===== src/hw/cal_trim_map.svh =====
/*
  Register offsets, field positions, reset values and timing figures
  for the calibration and trim control block.
  Assumes inclusion by bare name from the package and the design module.
*/
`ifndef CAL_TRIM_MAP_SVH
`define CAL_TRIM_MAP_SVH

// ------------------------------------------------------------
// register byte offsets (APB, one word each)
// ------------------------------------------------------------
`define CT_CAL_CFG_ADDR 12'h000
`define CT_LP_CFG_ADDR 12'h004
`define CT_TRIG_ADDR 12'h008
`define CT_STATUS_ADDR 12'h00C
`define CT_OFS_TRIM_ADDR 12'h010
`define CT_GAIN_TRIM_ADDR 12'h014
`define CT_TIME_TRIM_ADDR 12'h018
`define CT_FS_RANGE_ADDR 12'h01C

// ------------------------------------------------------------
// control register fields
// ------------------------------------------------------------
`define CT_CFG_CAL_EN 0
`define CT_CFG_BG_EN 1
`define CT_CFG_FG_OS 2
`define CT_CFG_BG_OS 3
`define CT_CFG_LOWPOWER_BG_ENABLE 4
`define CT_CFG_LOWPOWER_TRIGGER_SELECT 5
`define CT_CFG_PIN_SEL 6
`define CT_CFG_SINGLE 7
`define CT_CFG_RESET 32'h0000_0001

// ------------------------------------------------------------
// status register fields
// ------------------------------------------------------------
`define CT_ST_FOREGROUND_DONE_FLAG 0
`define CT_ST_MIDCODE 1
`define CT_ST_SPARE_PWR 2
`define CT_ST_STATE_LSB 4
`define CT_ST_CORE_LSB 8

// ------------------------------------------------------------
// trim reset values and timing
// ------------------------------------------------------------
`define CT_FS_RANGE_RESET 16'hA000
`define CT_TRIM_RESET 16'h0000
`define CT_CAL_STEP_CYCLES 16'h0040
`define CT_DELAY_UNIT 16'h0100
`define CT_MIDCODE 12'h000
`define CT_CORES 2'h3

`endif


===== src/hw/cal_trim_pkg.sv =====
/*
  Types for the calibration and trim control block.
  Assumes the map header is on the include path.
*/
package cal_trim_pkg;
  `include "cal_trim_map.svh"

  typedef enum logic [2:0] {
    st_idle = 3'b000,
    st_fg_cal = 3'b001,
    st_fg_ofs = 3'b010,
    st_sleep = 3'b011,
    st_wake = 3'b100,
    st_bg_cal = 3'b101,
    st_swap = 3'b110,
    st_bg_ofs = 3'b111
  } cal_state_t;
endpackage : cal_trim_pkg


===== src/hw/cal_trim_control.sv =====
/*
  Calibration sequencer and trim register file: foreground and
  background calibration, low-power spare sleep/wake, core swapping,
  buffer offset correction and trim selection by channel mode.
  Assumes an APB master on clock, a synchronous active-high reset and
  an asynchronous trigger pin from outside.
*/
`timescale 1ns/100ps
`include "cal_trim_map.svh"

// Overview of operation
// - low-power mode powers down idle spare core
// - sleep delay sets spare sleep time
// - wake delay sets stabilise time before calibration
// - trigger select: automatic or user paced swap
// - foreground offset calibrated once per foreground run
// - background offset corrected each background cycle
// - offset calibration owns offset trims; host stays off
// - zero-phase offset both/core B; quad core A
// - bank timing zero-phase both banks; quad bank 1
// - foreground calibration forces midcode output
// - trigger source pin or software by select
module cal_trim_control
  import cal_trim_pkg::*;
#(
  parameter int CAL_CYCLES = `CT_CAL_STEP_CYCLES
) (
  // clock and reset
  input wire logic clock,
  input wire logic sys_rst,
  // apb slave
  input wire logic psel,
  input wire logic penable,
  input wire logic pwrite,
  input wire logic [11:0] paddr,
  input wire logic [31:0] pwdata,
  output logic [31:0] prdata,
  output logic pready,
  output logic pslverr,
  // trigger pin
  input wire logic cal_trigger_pin,
  // converter side
  input wire logic [11:0] offset_estimate,
  output logic [11:0] conv_data_override,
  output logic output_midcode,
  output logic spare_core_powered,
  output logic [1:0] offline_core,
  output logic [15:0] core_a_offset_trim,
  output logic [15:0] core_b_offset_trim,
  output logic [15:0] bank0_timing_trim,
  output logic [15:0] bank1_timing_trim
);
  if (CAL_CYCLES < 1 || CAL_CYCLES > 65535) begin : g_bad_cal_cycles
    $error("CAL_CYCLES out of range");
  end

  // ------------------------------------------------------------
  // registers
  // ------------------------------------------------------------
  logic [7:0] cal_cfg;
  logic [15:0] spare_sleep_delay;
  logic [15:0] spare_wake_delay;
  logic software_cal_trigger;
  logic foreground_done_flag;
  logic [15:0] core_a_zero_offset_trim;
  logic [15:0] core_a_quad_offset_trim;
  logic [15:0] core_b_zero_offset_trim;
  logic [15:0] bank_gain_trim_dual;
  logic [15:0] bank_gain_trim_single;
  logic [15:0] bank_timing_trim_zero;
  logic [15:0] bank_timing_trim_quad;
  logic [15:0] fullscale_range_setting;
  cal_state_t state;
  cal_state_t next_state;
  logic [31:0] count;
  logic [1:0] pin_sync;
  logic pin_prev;
  logic sw_prev;

  // ------------------------------------------------------------
  // decode
  // ------------------------------------------------------------
  wire wr = psel && penable && pwrite;
  wire rd_addr_ok = (paddr[11:5] == 7'h00) && (paddr[1:0] == 2'h0);
  wire cal_en = cal_cfg[`CT_CFG_CAL_EN];
  wire background_cal_enable = cal_cfg[`CT_CFG_BG_EN];
  wire foreground_offset_enable = cal_cfg[`CT_CFG_FG_OS];
  wire background_offset_enable = cal_cfg[`CT_CFG_BG_OS];
  wire single_mode = cal_cfg[`CT_CFG_SINGLE];
  wire cal_trigger_pin_select = cal_cfg[`CT_CFG_PIN_SEL];
  wire lowpower_trigger_select = cal_cfg[`CT_CFG_LOWPOWER_TRIGGER_SELECT];
  wire lowpower_bg_enable = cal_cfg[`CT_CFG_LOWPOWER_BG_ENABLE] && background_cal_enable;
  wire pin_rise = pin_sync[1] && !pin_prev;
  wire sw_rise = software_cal_trigger && !sw_prev;
  wire user_trigger = cal_trigger_pin_select ? pin_rise : sw_rise;
  wire ofs_locked = foreground_offset_enable || background_offset_enable;
  wire trim_allowed = !background_cal_enable;
  wire done_count = (count >= 32'(CAL_CYCLES));
  wire [31:0] sleep_cycles = 32'(spare_sleep_delay) * 32'(`CT_DELAY_UNIT);
  wire [31:0] wake_cycles = 32'(spare_wake_delay) * 32'(`CT_DELAY_UNIT);
  wire [15:0] ofs_corr = {{4{offset_estimate[11]}}, offset_estimate};
  wire in_fg = (state == st_fg_cal) || (state == st_fg_ofs);

  // ------------------------------------------------------------
  // sequencer
  // ------------------------------------------------------------
  always_comb begin
    next_state = state;
    unique case (state)
      st_idle: begin
        if (background_cal_enable && cal_en)
          next_state = lowpower_bg_enable ? st_sleep : st_bg_cal;
        else if (cal_en && user_trigger)
          next_state = st_fg_cal;
      end
      st_fg_cal: begin
        // one offset pass per foreground run
        if (done_count)
          next_state = foreground_offset_enable ? st_fg_ofs : st_idle;
      end
      st_fg_ofs: if (done_count) next_state = st_idle;
      st_sleep: begin
        if (!background_cal_enable) next_state = st_idle;
        else if (lowpower_trigger_select ? user_trigger : (count >= sleep_cycles)) next_state = st_wake;
      end
      st_wake: if (count >= wake_cycles) next_state = st_bg_cal;
      st_bg_cal: begin
        if (done_count)
          next_state = background_offset_enable ? st_bg_ofs : st_swap;
      end
      st_bg_ofs: if (done_count) next_state = st_swap;
      st_swap: begin
        if (!background_cal_enable) next_state = st_idle;
        else if (lowpower_bg_enable) next_state = st_sleep;
        else if (!lowpower_trigger_select || user_trigger || !cal_cfg[`CT_CFG_LOWPOWER_BG_ENABLE]) next_state = st_bg_cal;
      end
    endcase
  end

  always_ff @(posedge clock) begin
    if (sys_rst) begin
      state <= st_idle;
      count <= 32'h0000_0000;
      pin_sync <= 2'h0;
      pin_prev <= 1'b0;
      sw_prev <= 1'b0;
      offline_core <= 2'h2;
    end else begin
      state <= next_state;
      count <= (next_state != state) ? 32'h0000_0000 : count + 32'h0000_0001;
      pin_sync <= {pin_sync[0], cal_trigger_pin};
      pin_prev <= pin_sync[1];
      sw_prev <= software_cal_trigger;
      if (state == st_swap && next_state != st_swap)
        offline_core <= (offline_core == 2'h2) ? 2'h0 : offline_core + 2'h1;
    end
  end

  // ------------------------------------------------------------
  // register writes
  // ------------------------------------------------------------
  always_ff @(posedge clock) begin
    if (sys_rst) begin
      cal_cfg <= 8'(`CT_CFG_RESET);
      spare_sleep_delay <= `CT_TRIM_RESET;
      spare_wake_delay <= `CT_TRIM_RESET;
      software_cal_trigger <= 1'b0;
      foreground_done_flag <= 1'b0;
      core_a_zero_offset_trim <= `CT_TRIM_RESET;
      core_a_quad_offset_trim <= `CT_TRIM_RESET;
      core_b_zero_offset_trim <= `CT_TRIM_RESET;
      bank_gain_trim_dual <= `CT_TRIM_RESET;
      bank_gain_trim_single <= `CT_TRIM_RESET;
      bank_timing_trim_zero <= `CT_TRIM_RESET;
      bank_timing_trim_quad <= `CT_TRIM_RESET;
      fullscale_range_setting <= `CT_FS_RANGE_RESET;
    end else begin
      if (wr && paddr == `CT_CAL_CFG_ADDR) cal_cfg <= pwdata[7:0];
      if (wr && paddr == `CT_LP_CFG_ADDR) begin
        spare_sleep_delay <= pwdata[15:0];
        spare_wake_delay <= pwdata[31:16];
      end
      if (wr && paddr == `CT_TRIG_ADDR) software_cal_trigger <= pwdata[0];
      // done set wins over clear on start
      if (state == st_fg_ofs && done_count || state == st_fg_cal && done_count && !foreground_offset_enable)
        foreground_done_flag <= 1'b1;
      else if (next_state == st_fg_cal && state == st_idle)
        foreground_done_flag <= 1'b0;
      if ((state == st_fg_ofs || state == st_bg_ofs) && done_count) begin
        core_a_zero_offset_trim <= ofs_corr;
        core_a_quad_offset_trim <= ofs_corr;
        core_b_zero_offset_trim <= ofs_corr;
      end else if (wr && paddr == `CT_OFS_TRIM_ADDR && !ofs_locked && trim_allowed) begin
        core_a_zero_offset_trim <= pwdata[15:0];
        core_a_quad_offset_trim <= pwdata[15:0];
        core_b_zero_offset_trim <= pwdata[31:16];
      end
      if (wr && paddr == `CT_GAIN_TRIM_ADDR && trim_allowed) begin
        bank_gain_trim_dual <= pwdata[15:0];
        bank_gain_trim_single <= pwdata[31:16];
      end
      if (wr && paddr == `CT_TIME_TRIM_ADDR && trim_allowed) begin
        bank_timing_trim_zero <= pwdata[15:0];
        bank_timing_trim_quad <= pwdata[31:16];
      end
      if (wr && paddr == `CT_FS_RANGE_ADDR) fullscale_range_setting <= pwdata[15:0];
    end
  end

  // ------------------------------------------------------------
  // outputs
  // ------------------------------------------------------------
  // midcode during foreground
  assign output_midcode = in_fg;
  assign conv_data_override = `CT_MIDCODE;
  assign spare_core_powered = !(lowpower_bg_enable && (state == st_sleep || state == st_idle));
  assign core_a_offset_trim = single_mode ? core_a_quad_offset_trim : core_a_zero_offset_trim;
  assign core_b_offset_trim = core_b_zero_offset_trim;
  assign bank0_timing_trim = bank_timing_trim_zero;
  assign bank1_timing_trim = single_mode ? bank_timing_trim_quad : bank_timing_trim_zero;

  assign pready = 1'b1;
  assign pslverr = psel && penable && !rd_addr_ok;
  always_ff @(posedge clock) begin
    if (sys_rst) prdata <= 32'h0000_0000;
    else if (psel && !penable && !pwrite) begin
      unique case (paddr)
        `CT_CAL_CFG_ADDR: prdata <= {24'h000000, cal_cfg};
        `CT_LP_CFG_ADDR: prdata <= {spare_wake_delay, spare_sleep_delay};
        `CT_TRIG_ADDR: prdata <= {31'h00000000, software_cal_trigger};
        `CT_STATUS_ADDR: prdata <= {22'h000000, offline_core, 1'b0, state, 1'b0,
                                    spare_core_powered, output_midcode, foreground_done_flag};
        `CT_OFS_TRIM_ADDR: prdata <= {core_b_zero_offset_trim, core_a_zero_offset_trim};
        `CT_GAIN_TRIM_ADDR: prdata <= {bank_gain_trim_single, bank_gain_trim_dual};
        `CT_TIME_TRIM_ADDR: prdata <= {bank_timing_trim_quad, bank_timing_trim_zero};
        `CT_FS_RANGE_ADDR: prdata <= {16'h0000, fullscale_range_setting};
        default: prdata <= 32'h0000_0000;
      endcase
    end
  end

  // ------------------------------------------------------------
  // checks
  // ------------------------------------------------------------
  a_fg_midcode: assert property (@(posedge clock) disable iff (sys_rst)
    (state == st_fg_cal) |-> output_midcode) else $error("midcode missing in foreground");
  a_spare_sleep: assert property (@(posedge clock) disable iff (sys_rst)
    (state == st_sleep && lowpower_bg_enable) |-> !spare_core_powered) else $error("spare awake while sleeping");
  a_lp_gated: assert property (@(posedge clock) disable iff (sys_rst)
    (!background_cal_enable && state == st_idle) |-> spare_core_powered ##1 (state != st_sleep && state != st_wake))
    else $error("low power active without background");
  a_wake_order: assert property (@(posedge clock) disable iff (sys_rst)
    (state == st_wake && next_state == st_bg_cal) |-> count >= wake_cycles) else $error("wake too short");
  a_sleep_auto: assert property (@(posedge clock) disable iff (sys_rst)
    (state == st_sleep && next_state == st_wake && !lowpower_trigger_select) |-> count >= sleep_cycles)
    else $error("sleep ended early");
  a_fg_offset: assert property (@(posedge clock) disable iff (sys_rst)
    (state == st_fg_cal && done_count && foreground_offset_enable) |=> state == st_fg_ofs)
    else $error("foreground offset skipped");
  a_bg_offset: assert property (@(posedge clock) disable iff (sys_rst)
    (state == st_bg_cal && done_count && background_offset_enable) |=> state == st_bg_ofs)
    else $error("background offset skipped");
  a_trim_mode: assert property (@(posedge clock) disable iff (sys_rst)
    single_mode |-> core_a_offset_trim == core_a_quad_offset_trim) else $error("wrong offset phase");
  a_time_phase: assert property (@(posedge clock) disable iff (sys_rst)
    !single_mode |-> bank1_timing_trim == bank_timing_trim_zero) else $error("wrong timing phase");
  a_trig_src: assert property (@(posedge clock) disable iff (sys_rst)
    (state == st_idle && cal_en && !background_cal_enable && user_trigger) |=> state == st_fg_cal)
    else $error("trigger ignored");
  a_user_pace: assert property (@(posedge clock) disable iff (sys_rst)
    (state == st_sleep && lowpower_trigger_select && !user_trigger && background_cal_enable) |=> state == st_sleep)
    else $error("swap without user trigger");
  a_ofs_lock: assert property (@(posedge clock) disable iff (sys_rst)
    (ofs_locked && wr && paddr == `CT_OFS_TRIM_ADDR && !(state == st_fg_ofs || state == st_bg_ofs))
    |=> $stable(core_b_zero_offset_trim)) else $error("host wrote locked offset trim");
endmodule : cal_trim_control


===== config.mk =====
export PLATFORM = sky130hd
export DESIGN_NAME = cal_trim_control
export DESIGN_NICKNAME = d
export VERILOG_FILES = /design/src/hw/cal_trim_pkg.sv /design/src/hw/cal_trim_control.sv
export VERILOG_INCLUDE_DIRS = /design/src /design/src/hw
export SDC_FILE = /design/constraint.sdc
export NUM_CORES = 1
export LEC_CHECK = 0
export BUFFER_PORTS_ARGS = -buffer_cell sky130_fd_sc_hd__buf_2
export CORE_UTILIZATION = 40
export DETAILED_ROUTE_END_ITERATION = 10
export GPL_ROUTABILITY_DRIVEN = 0
export GPL_TIMING_DRIVEN = 0
export PLACE_DENSITY_LB_ADDON = 0.15
export SLEW_MARGIN = 20
export SYNTH_ARGS = -nofsm -noshare
export SYNTH_HDL_FRONTEND = slang
export SYNTH_SLANG_ARGS = --single-unit

===== constraint.sdc =====
create_clock -name clock -period 3.85 [get_ports clock]
set_clock_uncertainty 0.2 [all_clocks]
set_input_delay 0.385 -clock clock [delete_from_list [all_inputs] [get_ports clock]]
set_output_delay 0.385 -clock clock [all_outputs]
set_load 0.01 [all_outputs]

### Word level (Yosys, flattened, before mapping)

Cells that the tools add are included.

* flip-flop bits (word level): 227
* output and inout port bits: 114
* logic and storage cells: 123

* add/subtract/negate cells: 2
* order comparisons: 3
* equal/unequal tests: 18
* muxes and demuxes: 27
* reduce and logical (&&, ||, !) cells: 54

Operator list (count)
* $pmux W32 S8: 1
* $mux W16: 5
* $ge A32 B24 Y1: 2
* $eq A12 B5 Y1 const B: 4
* $mux W3: 13
* $add A32 B1 Y32 const B: 1
* $ge A32 B7 Y1 const B: 1
* $logic_and A1 B1 Y1: 29
* $eq A12 B4 Y1 const B: 2
* $pmux W3 S8: 1
* $eq A12 B3 Y1 const B: 1
* $eq A3 B3 Y1 const B: 4
* $logic_not A12 Y1: 1
* $logic_not A1 Y1: 11
* $logic_not A7 Y1: 1
* $logic_or A1 B1 Y1: 7
* $eq A3 B1 Y1 const B: 2
* $eq A3 B2 Y1 const B: 2
* $mux W1: 5
* $mux W2: 2
* $reduce_bool A2 Y1: 2
* $logic_not A3 Y1: 1
* $ne A3 B3 Y1: 1
* $ne A3 B3 Y1 const B: 1
* 4 further kinds: 4

### Longest topological paths before layout

* depth in word-level cells: 13
* gate-level depth with buffers: 9

### Worst setup path before layout

Ideal clock, no wire load.

* path type: input -> register
* start: in paddr[9]
* end: reg prdata[3]
* data arrival time: 2.491 ns
* data required time: 3.592 ns
* path slack: 1.101 ns
* cell stages on the path: 8
* path buffers: 2
* cells stage by stage: or4_1 or4_4 buf_4 nor3_2 clkbuf_1 a22oi_1 a31oi_1 a21o_1

* longest elaborated chain between the ends: 2
* elaborated cells on any way between the ends: 9
* classes of those cells: eq/ne: 7; mux: 1; reduce/logical: 1

RTL lines
* from (decl): line cal_trim_control.sv:35 `input wire logic [11:0] paddr,`
* $eq A12 B5 Y1, or another cell as far along: line cal_trim_control.sv:227 `unique case (paddr)`
* $pmux W32 S8 (*): line cal_trim_control.sv:227
* to (signal assigned): line cal_trim_control.sv:228 `` `CT_CAL_CFG_ADDR: prdata <= {24'h000000, cal_cfg}; ``
* to (signal assigned): line cal_trim_control.sv:229 `` `CT_LP_CFG_ADDR: prdata <= {spare_wake_delay, spare_sleep_delay}; ``
* to (signal assigned): line cal_trim_control.sv:230 `` `CT_TRIG_ADDR: prdata <= {31'h00000000, software_cal_trigger}; ``
* to (decl): line cal_trim_control.sv:37 `output logic [31:0] prdata,`

Mark *: on every way between the ends. The rest lies on a longest branch, timed or not.
A chain may end at the register's enable or synchronous reset.

### Worst setup path in the final report

* start: reg cal_cfg[7]
* end: out bank1_timing_trim[6]

* longest elaborated chain between the ends: 1

RTL lines
* from (decl): line cal_trim_control.sv:60 `logic [7:0] cal_cfg;`
* from (signal assigned): line cal_trim_control.sv:164 `` cal_cfg <= 8'(`CT_CFG_RESET); ``
* from (signal assigned): line cal_trim_control.sv:178 `` if (wr && paddr == `CT_CAL_CFG_ADDR) cal_cfg <= pwdata[7:0]; ``
* $mux W16: line cal_trim_control.sv:220 `assign bank1_timing_trim = single_mode ? bank_timing_trim_quad : bank_timing_trim_zero;`
* to (decl): line cal_trim_control.sv:51 `output logic [15:0] bank1_timing_trim`

Every way passes these cells.

==> impl_results.md <==
* Outcome: complete, no violations
* Number of DRC violations after detailed routing at 0
* Ratio of cells with drive above 1 in the final layout at 19.6%
* Port-buffer cells at 161
* Initial DRT Pass Iterations at 7
* Portion of the clock cycle consumed by the worst path in the final layout at 83.7%
* Vias in the first global route at around 10,000
* Critical Path Source Type: register
* Arrival time worst endpoint at 2.64 ns
* Die area at between 20,000 and 30,000 µm²
* Number of buffers on the longest clock path at 3
* Critical path's most frequent cell: clkbuf_1
* Final min period at 3.22 ns
* HPWL after DPL at approximately 32 mm
* Number of buffers inserted for hold repair after clock tree synthesis at 33
* WL/cell at approximately 22 µm
* Async set or reset register ratio after synthesis at 0%
* Share of the synthesized area in the top cell type at between 40% and 50%
* Synthesized area divided by synthesized cell count at about 8.5 µm²
* Area growth from synthesis to final layout at 22.3%
* Warnings, synthesis at 0
* Mapped Cells at 1,321
* I/O pins at 176
* Family with the most delay on the worst path: buffers and inverters
* Dominant register cell in the synthesized netlist: dfxtp_1
* CTS tree: built
* Number of levels in the clock H-tree at 1
* Critical Path, Cell by Cell: clkbuf_1 -> clkbuf_1 -> mux2_2 -> buf_2
* RSZ-0062 raised after global routing: false
* Post-route insts no fill at 1,945
* Sum of buffers and inverters on the critical path at 3
* Number of antenna violations at the first check in global routing at 0
* Total track usage at 29.4%
* Pins Over Slew Limit at 0
* Number of cells after detailed placement at 1,865
* Max Clock Freq at just over 0.3 GHz
* Synthesized flop and latch total at 227
* Area occupied by registers at 4540 µm²
* Most instantiated cells after synthesis: 277 x nand2_1, 227 x dfxtp_1, 151 x a21oi_1, 65 x clkbuf_1, 57 x nor2_1
* Worst slew margin relative to its limit at ~28%
* CP max-delay cell: clkbuf_1
* Fraction of the yosys area taken by sequential cells at 40.6%
* Finished Cell Area at 13,700 µm²
* Library cell with the largest summed area after synthesis: dfxtp_1
* DR vias at 11,240
* Pin count of the biggest net entering global routing at 15
* Tightest Pin Transition at 1.08 ns
* Number of antenna repair diodes at 0
* Cell with the most instances after synthesis: nand2_1
* Count of cells resized by post-cts repair at 0
* Number of buffers created by CTS at 26
* Crit path largest cell delay at 0.58 ns
* DRC marker count from the first detailed-route iteration at 1,116
* Latest clock arrival within the worst-skew pair at 0.56 ns
* Number of nets with antenna violations after routing at 0
* Rows at 60
* Core box area at between 20,000 and 30,000 µm²
* Kind of end point of the critical path: primary output
* Final #Nets at 1,650
* Num Clock Sinks at 227
* Critical path class: register to primary output
* Count of cells along the worst hold path at 3
* Ranking of synthesized cells by area: dfxtp_1 41%, nand2_1 9.3%, a21oi_1 6.7%, ha_1 3.8%, a2111oi_2 3.8%
* GRT Residual Overflow at 0
* Max_cap viols at 0
* Count of buffers added by post-CTS timing repair for setup at 0
* Die Span X at 169 µm
* Leakage power figure at 5.22 nW
* Total wirelength of the detailed-routed design at 43.1 mm
* Cell chosen for the clock root: clkbuf_16
* Area of placed instances at 12,500 µm²
* Initial Util at 41.2%
* Total Neg Setup Slack at 0 ns
* Final setup violation count at 0
* Number of library cell types mapped by synthesis at approximately 70
* Peak supply drop at 0.000405 V
* EDFF count, synth at 0
* Endpoints failing hold at 0
* Mean number of vias per cell at 5.78
* Number of fillers in the final layout at around 2,700
* Clock-pin slew on the worst setup and hold paths at 0.06 ns
* Hold slack final at 0.0137 ns
* Power density relative to cell area at 369 nW/µm²
* Tightest Hold Check Type: input port to register
* Worst endpoint required time at around 3.3 ns
* Post-synth design cell area at 11,200 µm²
* Maximum fanout count along the critical path at 10
* Multi-input logic area at 5990 µm²
* Logic depth of the worst register-to-register path at 9
* Die Y at 169 µm
* Number of gates on the worst path with buffers counted at 4
* First-pass GRT wire length at 64.0 mm
==> final cells by class <==
class                           instances  share of cell area [%]
Multi-Input combinational cell        954                    43.8
Sequential cell                       227                    33.2
Timing Repair Buffer                  194                    8.29
Clock buffer                           38                    5.66
Buffer                                109                    4.00
Tap cell                              372                    3.40
Inverter                               42                    1.15
Clock inverter                          9                   0.557
==> final timing paths <==
check,start,slack [ns],endpoint
max,cal_cfg[7],0.63,bank1_timing_trim[6]
min,offset_estimate[8],0.01,core_b_offset_trim[8]
max reg2reg,spare_sleep_delay[13],0.66,count[14]
min reg2reg,pin_sync[0],0.24,pin_sync[1]
==> power by group <==
group          switching [W]  internal [W]
Combinational       0.000158     0.0000847
Sequential        0.00000480       0.00236
Clock                0.00105       0.00140
Total                0.00121       0.00384
==> per-stage QoR <==
step	power, W	setup WS [ns]	utilization [%]
floorplan	0.00251	1.10	-
global placement	0.00262	0.326	46.0
detailed placement	0.00262	0.323	46.1
CTS	0.00507	0.664	50.4
global route	0.00518	0.468	50.4
finish	0.00506	0.628	50.4
==> placed cells by master (no fill, tap or decap), types with 17 or more instances in the layout <==
master,n
nand2_1,277
dfxtp_1,227
buf_2,177
a21oi_1,151
clkbuf_1,69
nor2_1,57
inv_1,41
ha_1,34
a211oi_1,33
dlygate4sd3_1,33
a2111oi_2,28
nand3_1,26
a22oi_1,26
clkbuf_16,26
mux2i_1,24
a22o_1,21
a221oi_1,21
xnor2_1,20
buf_4,19
and3_1,17
==> kinds of logic after synthesis <==
logic type      after synthesis  share of synthesized area [%]
compound gates              363                           23.2
xor+xnor                     30                           2.35
fa+ha+maj                    34                           3.80
buf+inv                     151                           6.30
flops                       227                           40.6
mux                          40                           3.75
other cells                   2                         0.0671
simple gates                474                           19.9
==> worst register-to-register path: cells and delay by family, from the launching register on <==
family          cells  cell delay [ns]
buf+inv             2             0.50
simple gates        4             1.09
flops               1             0.46
fa+ha+maj           1             0.31
compound gates      2             0.46
==> state kept, by name, summed over array words and instances (netlist names), 8 cells and up <==
signal and cells:
bank0_timing_trim 16, core_a_quad_offset_trim 16, core_b_offset_trim 16, fullscale_range_setting 16, bank_gain_trim_single 16, count 32, bank_gain_trim_dual 16, prdata 32
bank_timing_trim_quad 16, cal_cfg 8, spare_wake_delay 16, spare_sleep_delay 16
==> per-layer routing <==
layer  global-route usage [%]  vias up  wire (µm)
met1                     40.9     5335      18700
met2                     46.1      620      19100
met4                     11.8        0       1750
met5                        0        -          0
li1                         -     5177          -
met3                     3.80      108       3550
(Power assumes the default switching activity.)
